<file path="src/inc/ikds_pkg.sv">
// package: register selects, scan timing, field layout and carrier types
package ikds_pkg;
    // port selects on the parallel register port
    localparam logic [1:0] IKDS_SEL_BAR   = 2'h0;
    localparam logic [1:0] IKDS_SEL_LAMP1 = 2'h1;
    localparam logic [1:0] IKDS_SEL_LAMP2 = 2'h2;
    localparam logic [1:0] IKDS_SEL_NONE  = 2'h3;
    // reset values of the port registers (indicators dark)
    localparam logic [7:0] IKDS_PORT_RST  = 8'h00;
    // scan slot time and derived cycle count at 10 MHz
    localparam int         IKDS_CLK_HZ    = 10_000_000;
    localparam int         IKDS_SLOT_US   = 500;
    localparam int         IKDS_SLOT_CYC  =
        (IKDS_SLOT_US * (IKDS_CLK_HZ / 1_000_000));
    localparam logic [12:0] IKDS_SLOT_LAST = 13'(IKDS_SLOT_CYC - 1);
    // scan layout: slots 0..7 are digits; 8 is ninth digit
    localparam logic [3:0] IKDS_SLOT_NINTH = 4'h8;
    localparam logic [3:0] IKDS_KEY_ROW0   = 4'h6;
    localparam logic [3:0] IKDS_KEY_ROW1   = 4'h7;
    localparam int         IKDS_DIGITS     = 9;
    localparam int         IKDS_KEY_COLS   = 8;

    // write/read request from the host microprocessor
    typedef struct packed {
        logic       wr;
        logic       rd;
        logic [1:0] sel;
        logic [7:0] wdata;
    } ikds_req_t;

    // display ram write request
    typedef struct packed {
        logic       wr;
        logic [3:0] addr;
        logic [7:0] data;
    } ikds_dram_t;
endpackage

</file>
<file path="src/ikds_top.sv">
// indicator ports, display multiplexer and keypad scanner
`timescale 1ns/1ps
module ikds_top (
    // clock and reset
    input  wire logic              CLK,
    input  wire logic              SRST,
    // host register port
    input  wire ikds_pkg::ikds_req_t  REQ,
    output logic [7:0]             RDATA,
    // display ram load port
    input  wire ikds_pkg::ikds_dram_t DRAM,
    // indicator driver outputs
    output logic [9:0]             BAR_N,
    output logic [7:0]             LAMP_FIRST,
    output logic [7:0]             LAMP_SECOND,
    // scan and segment outputs
    output logic [2:0]             SCAN_COUNT,
    output logic                   NINTH_DIGIT_SELECT,
    output logic [9:0]             STROBE_N,
    output logic                   NINTH_ON,
    output logic [3:0]             SEGMENT_OUT_LOW,
    output logic [3:0]             SEGMENT_OUT_HIGH,
    // keypad
    input  wire logic [7:0]        KEY_RETURN_N,
    output logic [15:0]            KEY_STATE
);
    import ikds_pkg::*;

    // ----------------------------------------------------------------
    // indicator port registers
    // ----------------------------------------------------------------
    logic [7:0] bar_q;     // bar graph port
    logic [7:0] lamp1_q;   // first lamp port
    logic [7:0] lamp2_q;   // second lamp port

    // host writes; each port stands alone
    always_ff @(posedge CLK) begin
        if (SRST) begin
            bar_q   <= IKDS_PORT_RST;
            lamp1_q <= IKDS_PORT_RST;
            lamp2_q <= IKDS_PORT_RST;
        end else if (REQ.wr) begin
            case (REQ.sel)
                IKDS_SEL_BAR:   bar_q   <= REQ.wdata;
                IKDS_SEL_LAMP1: lamp1_q <= REQ.wdata;
                IKDS_SEL_LAMP2: lamp2_q <= REQ.wdata;
                default: ;                         // unused select ignored
            endcase
        end
    end

    // readback, registered one cycle after the read strobe
    always_ff @(posedge CLK) begin
        if (SRST) begin
            RDATA <= 8'h00;
        end else if (REQ.rd) begin
            case (REQ.sel)
                IKDS_SEL_BAR:   RDATA <= bar_q;
                IKDS_SEL_LAMP1: RDATA <= lamp1_q;
                IKDS_SEL_LAMP2: RDATA <= lamp2_q;
                default:        RDATA <= 8'h00;
            endcase
        end
    end

    // drivers: bar active low, lamps sink when high
    always_ff @(posedge CLK) begin
        if (SRST) begin
            BAR_N       <= 10'h3FF;
            LAMP_FIRST  <= 8'h00;
            LAMP_SECOND <= 8'h00;
        end else begin
            // ten bars on eight bits; outer bars paired
            BAR_N <= ~{bar_q[7], bar_q, bar_q[0]};
            LAMP_FIRST  <= lamp1_q;
            LAMP_SECOND <= lamp2_q;
        end
    end

    // ----------------------------------------------------------------
    // scan timing
    // ----------------------------------------------------------------
    logic [12:0] div_q;    // slot divider
    logic        tick;     // one-cycle slot advance enable
    logic [3:0]  slot_q;   // 0..8; bit 3 is the fourth scan line

    assign tick = (div_q == IKDS_SLOT_LAST);

    // divider gives one enable per slot
    always_ff @(posedge CLK) begin
        if (SRST || tick) begin
            div_q <= 13'h0000;
        end else begin
            div_q <= div_q + 13'h0001;
        end
    end

    // binary count, wrapping after the ninth digit
    always_ff @(posedge CLK) begin
        if (SRST) begin
            slot_q <= 4'h0;
        end else if (tick) begin
            slot_q <= (slot_q == IKDS_SLOT_NINTH) ? 4'h0
                                                  : slot_q + 4'h1;
        end
    end

    // ----------------------------------------------------------------
    // display ram and segment outputs
    // ----------------------------------------------------------------
    logic [7:0] dram_q [IKDS_DIGITS];  // one pattern per digit

    // host loads patterns; out-of-range addresses are dropped
    always_ff @(posedge CLK) begin
        if (SRST) begin
            for (int i = 0; i < IKDS_DIGITS; i++) begin
                dram_q[i] <= 8'h00;
            end
        end else if (DRAM.wr && DRAM.addr <= IKDS_SLOT_NINTH) begin
            dram_q[DRAM.addr] <= DRAM.data;
        end
    end

    // strobes and segments launch together from one slot value,
    // so a digit never shows its neighbour's pattern
    always_ff @(posedge CLK) begin
        if (SRST) begin
            SCAN_COUNT         <= 3'h0;
            NINTH_DIGIT_SELECT <= 1'b0;
            STROBE_N           <= 10'h3FF;
            NINTH_ON           <= 1'b0;
            SEGMENT_OUT_LOW    <= 4'h0;
            SEGMENT_OUT_HIGH   <= 4'h0;
        end else begin
            SCAN_COUNT         <= slot_q[2:0];
            NINTH_DIGIT_SELECT <= slot_q[3];
            // decoder disabled while the fourth line is high
            STROBE_N <= slot_q[3] ? 10'h3FF
                      : ~(10'h001 << slot_q[2:0]);
            NINTH_ON <= slot_q[3];
            SEGMENT_OUT_LOW  <= dram_q[slot_q][3:0];
            SEGMENT_OUT_HIGH <= dram_q[slot_q][7:4];
        end
    end
    // keypad rows ride on the last two digit strobes, slots 6 and 7
    // (low strobe bits 8/9 unused by the 3-bit count; rows share 6/7)

    // ----------------------------------------------------------------
    // keypad sampling
    // ----------------------------------------------------------------
    // sample late in the slot so the return lines have settled
    always_ff @(posedge CLK) begin
        if (SRST) begin
            KEY_STATE <= 16'h0000;
        end else if (tick && slot_q == IKDS_KEY_ROW0) begin
            KEY_STATE[7:0]  <= ~KEY_RETURN_N;
        end else if (tick && slot_q == IKDS_KEY_ROW1) begin
            KEY_STATE[15:8] <= ~KEY_RETURN_N;
        end
    end

    // ----------------------------------------------------------------
    // checks
    // ----------------------------------------------------------------
    chk_strobe_onehot: assert property (
        @(posedge CLK) disable iff (SRST)
        $countones(~STROBE_N) <= 1)
        else $error("two strobes active");
    chk_ninth_exclusive: assert property (
        @(posedge CLK) disable iff (SRST)
        NINTH_ON |-> STROBE_N == 10'h3FF)
        else $error("ninth digit overlaps strobe");
    chk_ninth_line: assert property (
        @(posedge CLK) disable iff (SRST)
        NINTH_ON == NINTH_DIGIT_SELECT)
        else $error("ninth digit not tied to fourth line");
    chk_scan_step: assert property (
        @(posedge CLK) disable iff (SRST)
        tick && slot_q < IKDS_SLOT_NINTH |=> ##1
        SCAN_COUNT == $past(slot_q[2:0], 2) + 3'h1 || NINTH_DIGIT_SELECT)
        else $error("scan count did not step");
    chk_slot_wrap: assert property (
        @(posedge CLK) disable iff (SRST)
        tick && slot_q == IKDS_SLOT_NINTH |=> slot_q == 4'h0)
        else $error("scan did not wrap after ninth digit");
    chk_bar_pairs: assert property (
        @(posedge CLK) disable iff (SRST)
        BAR_N[0] == BAR_N[1] && BAR_N[8] == BAR_N[9])
        else $error("outer bars split");
    chk_bar_polarity: assert property (
        @(posedge CLK) disable iff (SRST)
        REQ.wr && REQ.sel == IKDS_SEL_BAR |=> ##1
        BAR_N[8:1] == ~$past(REQ.wdata, 2))
        else $error("bar polarity wrong");
    chk_lamp_first: assert property (
        @(posedge CLK) disable iff (SRST)
        REQ.wr && REQ.sel == IKDS_SEL_LAMP1 |=> ##1
        LAMP_FIRST == $past(REQ.wdata, 2))
        else $error("first lamp port not driven");
    chk_lamp_follow: assert property (
        @(posedge CLK) disable iff (SRST)
        REQ.wr && REQ.sel == IKDS_SEL_LAMP2 |=> ##1
        LAMP_SECOND == $past(REQ.wdata, 2))
        else $error("lamp port not driven");
    chk_readback: assert property (
        @(posedge CLK) disable iff (SRST)
        REQ.rd && !REQ.wr && REQ.sel == IKDS_SEL_LAMP1 |=>
        RDATA == $past(lamp1_q))
        else $error("readback wrong");
    chk_bar_readback: assert property (
        @(posedge CLK) disable iff (SRST)
        REQ.rd && !REQ.wr && REQ.sel == IKDS_SEL_BAR |=>
        RDATA == $past(bar_q))
        else $error("bar readback wrong");
    chk_read_refused: assert property (
        @(posedge CLK) disable iff (SRST)
        REQ.rd && REQ.sel == IKDS_SEL_NONE |=> RDATA == 8'h00)
        else $error("unused select read not zero");
    chk_segment_sync: assert property (
        @(posedge CLK) disable iff (SRST)
        !DRAM.wr |=> {SEGMENT_OUT_HIGH, SEGMENT_OUT_LOW}
        == $past(dram_q[slot_q]))
        else $error("segments out of step");
    chk_key_sample: assert property (
        @(posedge CLK) disable iff (SRST)
        tick && slot_q == IKDS_KEY_ROW0 |=>
        KEY_STATE[7:0] == ~$past(KEY_RETURN_N))
        else $error("key row not sampled");
    chk_key_row_second: assert property (
        @(posedge CLK) disable iff (SRST)
        tick && slot_q == IKDS_KEY_ROW1 |=>
        KEY_STATE[15:8] == ~$past(KEY_RETURN_N))
        else $error("second key row not sampled");
endmodule

</file>
<file path="config.mk">
export PLATFORM = sky130hd
export DESIGN_NAME = ikds_top
export DESIGN_NICKNAME = d
export VERILOG_FILES = /design/src/inc/ikds_pkg.sv /design/src/ikds_top.sv
export SDC_FILE = /design/constraint.sdc
export NUM_CORES = 1
export LEC_CHECK = 0
export BUFFER_PORTS_ARGS = -buffer_cell sky130_fd_sc_hd__clkbuf_2
export CAP_MARGIN = 5
export CORE_MARGIN = 3
export CORE_UTILIZATION = 30
export CTS_CLUSTER_SIZE = 40
export DETAILED_ROUTE_END_ITERATION = 6
export GPL_TIMING_DRIVEN = 0
export SETUP_SLACK_MARGIN = 0.3
export SLEW_MARGIN = 20
export SYNTH_ARGS = -nofsm -noshare
export SYNTH_HDL_FRONTEND = slang
export SYNTH_SLANG_ARGS = --single-unit
</file>
<file path="constraint.sdc">
create_clock -name CLK -period 1.8 [get_ports CLK]
set_clock_uncertainty 0.2 [all_clocks]
set_input_delay 0.09 -clock CLK [delete_from_list [all_inputs] [get_ports CLK]]
set_output_delay 0.09 -clock CLK [all_outputs]
set_load 0.05 [all_outputs]
</file>
Word level (Yosys, flattened, before mapping)
Memory sizes are Yosys's and may differ from the RTL's. A register that Yosys moved wholly into a read port is not among the register bits.
Index checks and enable logic that the tools add are counted.
{"block": "op_classes", "add_sub_neg": 2, "n_shift": 1, "reduce_logical": 11, "mux": 10, "magnitude_cmp": 1, "eq_ne": 6, "div_mod_pow": 0, "n_mul": 0, "bitwise_logic": 4}
{"operator": "8-bit case mux with 3 select lines", "n": 1}
{"operator": "10-bit inverter", "n": 2}
{"operator": "13-bit by 1-bit adder with 13-bit output, second input constant", "n": 1}
{"operator": "13-bit equality test, second input constant", "n": 1}
{"operator": "1-bit by 3-bit left shift with 10-bit output, first input constant", "n": 1}
{"operator": "4-bit by 3-bit equality test with 1-bit output, second input constant", "n": 2}
{"operator": "4-bit 2-to-1 mux", "n": 2}
{"operator": "8-bit 2-to-1 mux", "n": 1}
{"operator": "8-bit inverter", "n": 1}
{"operator": "2-bit AND reduction", "n": 4}
{"operator": "8-bit OR reduction", "n": 1}
{"operator": "1-bit 2-to-1 mux", "n": 6}
{"operator": "4-bit by 1-bit adder with 4-bit output, second input constant", "n": 1}
{"operator": "4-bit equality test, second input constant", "n": 1}
{"operator": "4-bit <= comparator, second input constant", "n": 1}
{"operator": "1-bit logical AND", "n": 3}
{"operator": "2-bit by 1-bit equality test with 1-bit output, second input constant", "n": 1}
{"operator": "2-bit equality test, second input constant", "n": 1}
{"operator": "2-bit zero test", "n": 1}
{"operator": "2-bit OR reduction", "n": 1}
{"operator": "1-bit logical OR", "n": 1}
{"operator": "1-bit inverter", "n": 1}
{"block": "totals", "ram_bits": 72, "in_bits": 35, "latchBits": 0, "romBits": 0, "mem_count": 1, "out_inout_bits": 73, "register_bits": 105, "wordCells": 50}
{"name": "dram_q", "words": 9, "word_bits": 8, "read_ports": 1, "rd_clocked_by_memory_dff": 1, "wr": 9, "line_no": "ikds_top.sv:111", "rtl": "logic [7:0] dram_q [IKDS_DIGITS];"}

Depth between registers and ports, before layout
Gate-level depths: netlist of run 1.
{"block": "logic_depth", "word_depth": 7, "ltp_mapped": 8}

Worst setup path after synthesis of run 1
OpenSTA, ideal clock, no wires.
{"block": "synth_timing", "path_type": "register to register", "startpoint": "reg slot_q[0]", "endpoint": "reg KEY_STATE[10]", "setup_time_ps": 72, "period_less_slack_ps": 1859, "stages_incl_launch_ff": 8, "path_slack_ps": -59, "arrival_ps": 1588, "cell_sequence": "dfxtp_1 > buf_4 > buf_2 > inv_1 > ha_1 > and4b_1 > buf_6 > mux2i_1"}
{"block": "synth_via", "elab_chain_cells": 4}
{"element": "start, declared", "line_no": "ikds_top.sv:85", "rtl": "logic [3:0] slot_q;"}
{"element": "start signal, assigned", "line_no": "ikds_top.sv:103", "rtl": "slot_q <= (slot_q == IKDS_SLOT_NINTH) ? 4'h0"}
{"element": "4-bit by 3-bit equality test with 1-bit output", "line_no": "ikds_top.sv:155", "rtl": "end else if (tick && slot_q == IKDS_KEY_ROW0) begin"}
{"element": "1-bit logical AND", "line_no": "ikds_top.sv:155"}
{"element": "1-bit inverter (no line)"}
{"element": "2-bit AND reduction (no line) *"}
{"element": "end signal, assigned", "line_no": "ikds_top.sv:158", "rtl": "KEY_STATE[15:8] <= ~KEY_RETURN_N;"}
{"element": "end, declared", "line_no": "ikds_top.sv:25", "rtl": "output logic [15:0] KEY_STATE"}
Every way passes the cells marked *; elsewhere a longest branch is shown, timed or not.
A chain may end at the register's enable or synchronous reset.

Worst setup path in the final report of run 1
{"block": "layout_timing", "startpoint": "reg div_q[0]", "endpoint": "reg div_q[7]"}
{"block": "layout_via", "elab_chain_cells": 2}
{"element": "start, declared", "line_no": "ikds_top.sv:83", "rtl": "logic [12:0] div_q;"}
{"element": "start signal, assigned", "line_no": "ikds_top.sv:94", "rtl": "div_q <= div_q + 13'h0001;"}
{"element": "parallel branches: the longest is 2 deep, another holds 13-bit by 1-bit adder with 13-bit output"}
Several ways; the timed one is not identified.

==> results of run 1 <==
[stage by stage]
step | hold slack [ns] | setup slack, ns | total power [mW] | instance area [µm²] | TNS (ns)
after floorplan | -0.01113 | 0.1166 | 6.567 | 9942 | 0
after global placement | 0.1582 | -0.4064 | 6.804 | 10960 | -32.30
after detailed placement | 0.1735 | -0.3998 | 6.823 | 10960 | -34.70
after CTS | -0.03819 | -0.03616 | 12.32 | 12780 | -0.2225
after global routing | -0.03184 | -0.1328 | 12.66 | 13020 | -2.224
final | -0.03839 | -0.08876 | 12.20 | 13020 | -0.8351
[cell families (layout without fill, tap and decap cells)]
kind of cell / count (synthesis) / count (layout)
compound gates: 61 / 61
xor+xnor: 11 / 11
mux: 91 / 91
other cells: 2 / 58
fa+ha+maj: 7 / 7
simple gates: 270 / 270
flops: 237 / 237
buf+inv: 51 / 278
[flip-flops by register name, summed over array words and instances (netlist names)]
signal            count
bar_q                 8
lamp2_q               8
RDATA                 8
KEY_STATE            16
NINTH_ON              1
slot_q                4
lamp1_q               8
BAR_N                 8
SEGMENT_OUT_HIGH      4
dram_q              128
LAMP_SECOND           8
LAMP_FIRST            8
STROBE_N              8
div_q                13
SCAN_COUNT            3
SEGMENT_OUT_LOW       4
[cells in the final DEF, fill, tap and decap left out, drive strengths merged, types with 19 or more instances in the layout]
cell / instances
clkbuf: 159
dlygate4sd3: 34
mux2i: 75
nor2: 60
and2: 75
dfxtp: 109
nor2b: 22
a22oi: 24
nand2: 19
buf: 72
nand2b: 28
nand3: 27
edfxtp: 128
conb: 58
[per-layer routing]
metal | GRT usage | share of wire
met5 | 0 | 0
met3 | 0.01781 | 0.041
met1 | 0.1717 | 0.42
met2 | 0.2420 | 0.52
met4 | 0.03689 | 0.020
[cell type report]
type                    instances  area (µm²)  share of cell area
repair buffers                177        1313              0.1008
well taps                     396       495.5             0.03805
multi-input cells             498        3802              0.2920
plain buffers                  47       430.4             0.03305
clock buffers                  41       840.8             0.06457
flip-flops and latches        237        6048              0.4644
inverters                       4       30.03            0.002306
clock inverters                 9       62.56            0.004804
[report_power, final]
part           switching (mW)  total, mW  internal [mW]
combinational           0.480      0.758          0.278
clock                    2.17       5.40           3.23
sequential             0.0862       6.04           5.95
[critical path, cell delays in order (launching register included)]
cell and delay (ns):
dfxtp_2 0.33, ha_4 0.15, and2_4 0.13, and4_4 0.14, buf_6 0.11, buf_4 0.12
buf_6 0.12, or2_4 0.26, clkbuf_16 0.16, nor2_1 0.08
[what timing repair did]
action	CTS	global route
pin swaps	23	15
hold endpoints to repair	174	10
buffers inserted	26	8
gates cloned	4	1
hold buffers	32	2
resized for setup	76	40
endpoints found under the setup margin	113	66
[path summary, 6_finish.rpt]
path | startpoint | to | slack, ns | cells past startpoint
max | div_q[0] | div_q[7] | -0.09 | 9
min | DRAM[12] | dram_q[8][7] | -0.04 | 4
max reg2reg | div_q[0] | div_q[7] | -0.09 | 9
min reg2reg | bar_q[4] | BAR_N[5] | 0.21 | 1
==> flow_summary_export.csv, run 1 <==
group,metric,value,unit
place,place_inst,1286,
clocking,cts_tree,"done",
finish,final_util,0.4213,
worst_setup_path,worstSetupPathType,"reg -> reg",
yosys,yosys-top-cells-area,"edfxtp_1 (40%), dfxtp_1 (23%), mux2i_1 (7.9%)",
die,start_util,0.3072,
pwr,ir_drop,792.1,µV
global_routing,grt_pass1_wl,35900,µm
yosys,yosysUniqueCellTypes,41,
finish,drive_above_1_share,0.3287,
sta,post-route-period-util,1.049,
yosys,async_reset_ff_frac,0,
clocking,clk_latency,0.52,ns
clocking,root_buffer,"clkbuf_16",
worst_setup_path,cp_data_arrival_time,2.14,ns
yosys,netlist_instances,730,
clocking,cts.sinks,237,
clocking,clk_pin_slew,0.06,ns
route,drt-pass1-iter-count,4,
die,die_w,183.9,µm
sta,min_period,1.889,ns
yosys,seq_area_frac_synth,0.6346,
sta,hold_viol,10,
place,gp_congestion,0.7995,
job,cap_violations,0,
clocking,htree_levels,1,
route,antenna_left,0,
sta,rsz0062_at_grt,"true",
sta,tightest_slew,0.6228,ns
worst_setup_path,crit_path_end_kind,"flip-flop",
yosys,syn_area,9495,µm²
finish,diodes,0,
yosys,synth.largest_area_cell,"edfxtp_1",
yosys,synth-edff-count,128,
clocking,cts.path.max_buffers,3,
sta,finalSetupViolations,13,
route,drtIter0Drc,256,
sta,whs,-0.03839,ns
yosys,yosys.area_share.xor_xnor,0.01015,
yosys,yosysMostFrequentCell,"edfxtp_1",
finish,final_cells,1409,
yosys,synthAdderAreaFrac,0.009224,
yosys,yosys_warnings,0,
yosys,synthSimpleGateAreaFrac,0.1573,
finish,area_growth,37.15,%
worst_setup_path,start_kind,"flip-flop",
die,io_pins,108,
finish,nets,1034,
min_path,min_path_type,"in -> reg",
sta,report.final.slew_viol_count,0,
die,coreArea,30910,µm²
outcome,outcome,"finished, violations left",
sta,setup_slack,-0.08876,ns
outcome,violations,"hold timing, setup timing",
yosys,synth.ff_latch_count,237,
place,dpl.hpwl,15260,µm
global_routing,grt_antenna_before_repair,0,
yosys,yosys.area.top_type_share,0.4048,
finish,fillers,2917,
global_routing,grt_usage,0.1351,
pwr,p_per_area,936.9,nW/µm²
global_routing,overflow,0,
yosys,muxShareOfSynthArea,0.1170,
yosys,synthFlopType,"edfxtp_1",
clocking,cts_made_buffers,27,
route,vias_per_cell,4.554,
route,drc,0,
worst_setup_path,crit_required,2.05,ns
die,dieArea,33820,µm²
yosys,synth_top_family_by_area,"simple AND/OR/NAND/NOR gates",
pwr,power_leakage,4.976,nW
route,routedWlPerCell,16.68,µm
route,wl,23510,µm
die,rows,64,
sta,clock.fmax,0.5294,GHz
yosys,synth_compound_area_frac,0.04348,
global_routing,grt_max_degree,17,
yosys,synth_common_cells,"edfxtp_1 (128), dfxtp_1 (109), and2_1 (75), mux2i_1 (75), nor2_1 (60)",
global_routing,grt_pass1_vias,6475,
sta,max_slew_margin,0.5848,
worst_setup_path,worstPathMaxFanout,5,
place,io_buffers,104,
route,vias,6417,
yosys,syn_avg_cell_area,13.01,µm²
die,fp.dieH,183.9,µm
Note: power is estimated with default switching activity, not from simulation.
==> run 2: changes to the inputs <==
TNS_END_PERCENT = 1   (was not set)
==> flow_summary_export.csv, run 2 (same netlist as run 1, synthesis figures left out) <==
group,metric,value,unit
clocking,cts.sinks,237,
min_path,min_path_type,"in -> reg",
worst_setup_path,crit_required,2.02,ns
die,start_util,0.3072,
global_routing,grt_antenna_before_repair,2,
die,dieArea,33820,µm²
pwr,combPwrFrac,0.063,
clocking,cts_made_buffers,25,
sta,tightest_slew,0.6322,ns
route,vias,6316,
finish,biggestRegsByFlops,"dram_q (128), KEY_STATE (16), div_q (13)",
worst_setup_path,worstSetupPathType,"reg -> reg",
sta,clock.fmax,0.5338,GHz
worst_setup_path,reg2reg_setup_slack,-0.07,ns
job,cap_violations,0,
pwr,p_sw,2.599,mW
finish,largest_reg_flops,128,
die,io_pins,108,
finish,fillers,2952,
clocking,cts.path.max_buffers,3,
route,vias_per_cell,4.537,
place,io_buffers,104,
pwr,ir_drop,692.7,µV
global_routing,overflow,0,
finish,nets,1017,
pwr,clockPowerShare,0.427,
outcome,violations,"hold timing, setup timing",
global_routing,grt_pass1_vias,6290,
pwr,p_seq_frac,0.511,
route,drtIter0Drc,362,
finish,area_growth,32.20,%
worst_setup_path,cp_top_family,"compound AO/OA/AOI/OAI gates",
finish,mostFrequentLayoutCell,"edfxtp_1",
finish,final_util,0.4061,
min_path,hold_depth,3,
clocking,clk_pin_slew,0.06,ns
clocking,hold_buffers,35,
worst_setup_path,start_kind,"flip-flop",
clocking,root_buffer,"clkbuf_16",
worst_setup_path,critPathBufInv,3,
die,fp.dieH,183.9,µm
min_path,hold_start,"DRAM[8]",
pwr,power,11.82,mW
pwr,internal-power,9.217,mW
sta,report.final.slew_viol_count,0,
route,wl,23080,µm
outcome,outcome,"finished, violations left",
pwr,power_leakage,4.795,nW
worst_setup_path,cp_data_arrival_time,2.09,ns
sta,post-route-period-util,1.041,
worst_setup_path,path_cells,"buf_8, and2_4, buf_4, buf_2, a22oi_2, a22oi_1, o211ai_1",
global_routing,grt_usage,0.1324,
sta,finalSetupTns,-0.3078,ns
route,drc,0,
global_routing,grt_max_degree,17,
clocking,htree_levels,1,
worst_setup_path,reg2reg_to,"SEGMENT_OUT_LOW[0]",
route,antenna_left,0,
route,routedWlPerCell,16.58,µm
finish,final_cell_mix,"edfxtp_1 (128), clkbuf_2 (105), dfxtp_1 (102), and2_1 (73), mux2i_1 (72)",
worst_setup_path,crit_slowest_cell,"dfxtp_4",
pwr,p_per_area,941.3,nW/µm²
global_routing,grt_pass1_wl,34980,µm
worst_setup_path,r2r_start,"slot_q[1]",
worst_setup_path,crit_path_end_kind,"flip-flop",
finish,drive_above_1_share,0.2857,
place,dpl.hpwl,15210,µm
clocking,cts_tree,"done",
min_path,min_to,"dram_q[8][4]",
clocking,clk_latency,0.53,ns
sta,finalSetupViolations,12,
route,drt-pass1-iter-count,5,
die,die_w,183.9,µm
worst_setup_path,slowest_delay,0.36,ns
sta,max_slew_margin,0.5785,
sta,min_period,1.873,ns
worst_setup_path,worstPathMaxFanout,4,
finish,max_flop_register,"dram_q",
worst_setup_path,reg2reg_depth,7,
sta,rsz0062_at_grt,"true",
sta,setup_slack,-0.07325,ns
sta,whs,-0.07291,ns
pwr,swShare,0.2200,
sta,hold_viol,8,
die,coreArea,30910,µm²
place,gp_congestion,0.7646,
die,rows,64,
[run 2: changes by cell type in the layout (fill, tap and decap cells not counted), moves of 5 or more]
cell / change
mux2i_1: +5
nor2_1: +8
buf_6: -8
clkbuf_16: -5
nor2_2: -7
buf_12: -7
[run 2: cell type report]
type | instances | area [µm²] | area share
repair buffers | 162 | 1079 | 0.08592
clock inverters | 12 | 115.1 | 0.009170
flip-flops and latches | 237 | 6042 | 0.4813
well taps | 396 | 495.5 | 0.03947
diodes | 2 | 5.005 | 0.0003987
clock buffers | 34 | 699.4 | 0.05572
inverters | 4 | 20.02 | 0.001595
plain buffers | 47 | 401.6 | 0.03199
multi-input cells | 498 | 3696 | 0.2944
[run 2: worst reg2reg max path: stages (launching register included)]
cell      delay, ns
dfxtp_4        0.36
buf_8          0.12
and2_4         0.14
buf_4          0.14
buf_2          0.17
a22oi_2        0.23
a22oi_1        0.14
o211ai_1       0.27
[run 2: per-layer routing]
metal	vias to the layer above	track usage	wire length [µm]
li1	3042	-	-
met1	3043	0.1821	10770
met2	191	0.2125	10270
met3	38	0.03186	1587
met4	2	0.03084	444
met5	-	0	13
[run 2: through the flow]
| step | instances | cell area (µm²) | setup slack, ns |
|---|---|---|---|
| floorplan | 786 | 9751 | 0.1166 |
| global placement | 1286 | 10770 | -0.7274 |
| detailed placement | 1286 | 10770 | -0.5478 |
| CTS | 1383 | 12350 | -0.06369 |
| global route | 1390 | 12550 | -0.1156 |
| finish | 1392 | 12550 | -0.07325 |
[run 2: power by group through the flow]
stage	Clock (mW)	Sequential (mW)	Combinational [mW]
2_1_floorplan	0	6.24	0.304
3_3_place_gp	0	6.15	0.643
3_5_place_dp	0	6.16	0.647
4_1_cts	5.18	6.04	0.725
5_1_grt	5.38	6.06	0.799
6_report	5.04	6.04	0.739
[run 2: how the worst max path moves through the flow]
stage               from                   to  slack, ns  depth (start not counted)
3_5_place_dp   slot_q[2]   SEGMENT_OUT_LOW[3]      -0.55                          6
5_1_grt        slot_q[0]  SEGMENT_OUT_HIGH[3]      -0.12                          7
4_1_cts        slot_q[2]   SEGMENT_OUT_LOW[3]      -0.06                          6
6_report       slot_q[1]   SEGMENT_OUT_LOW[0]      -0.07                          7
2_1_floorplan   div_q[1]        KEY_STATE[10]       0.12                          7
3_3_place_gp        SRST         dram_q[8][5]      -0.73                          4
[run 2: timing repair]
| action | CTS | global route |
|---|---|---|
| endpoints found under the setup margin | 119 | 112 |
| hold endpoints to repair | 174 | 8 |
| gates cloned | 2 | 0 |
| pin swaps | 12 | 13 |
| buffers inserted | 14 | 7 |
| resized for setup | 77 | 41 |
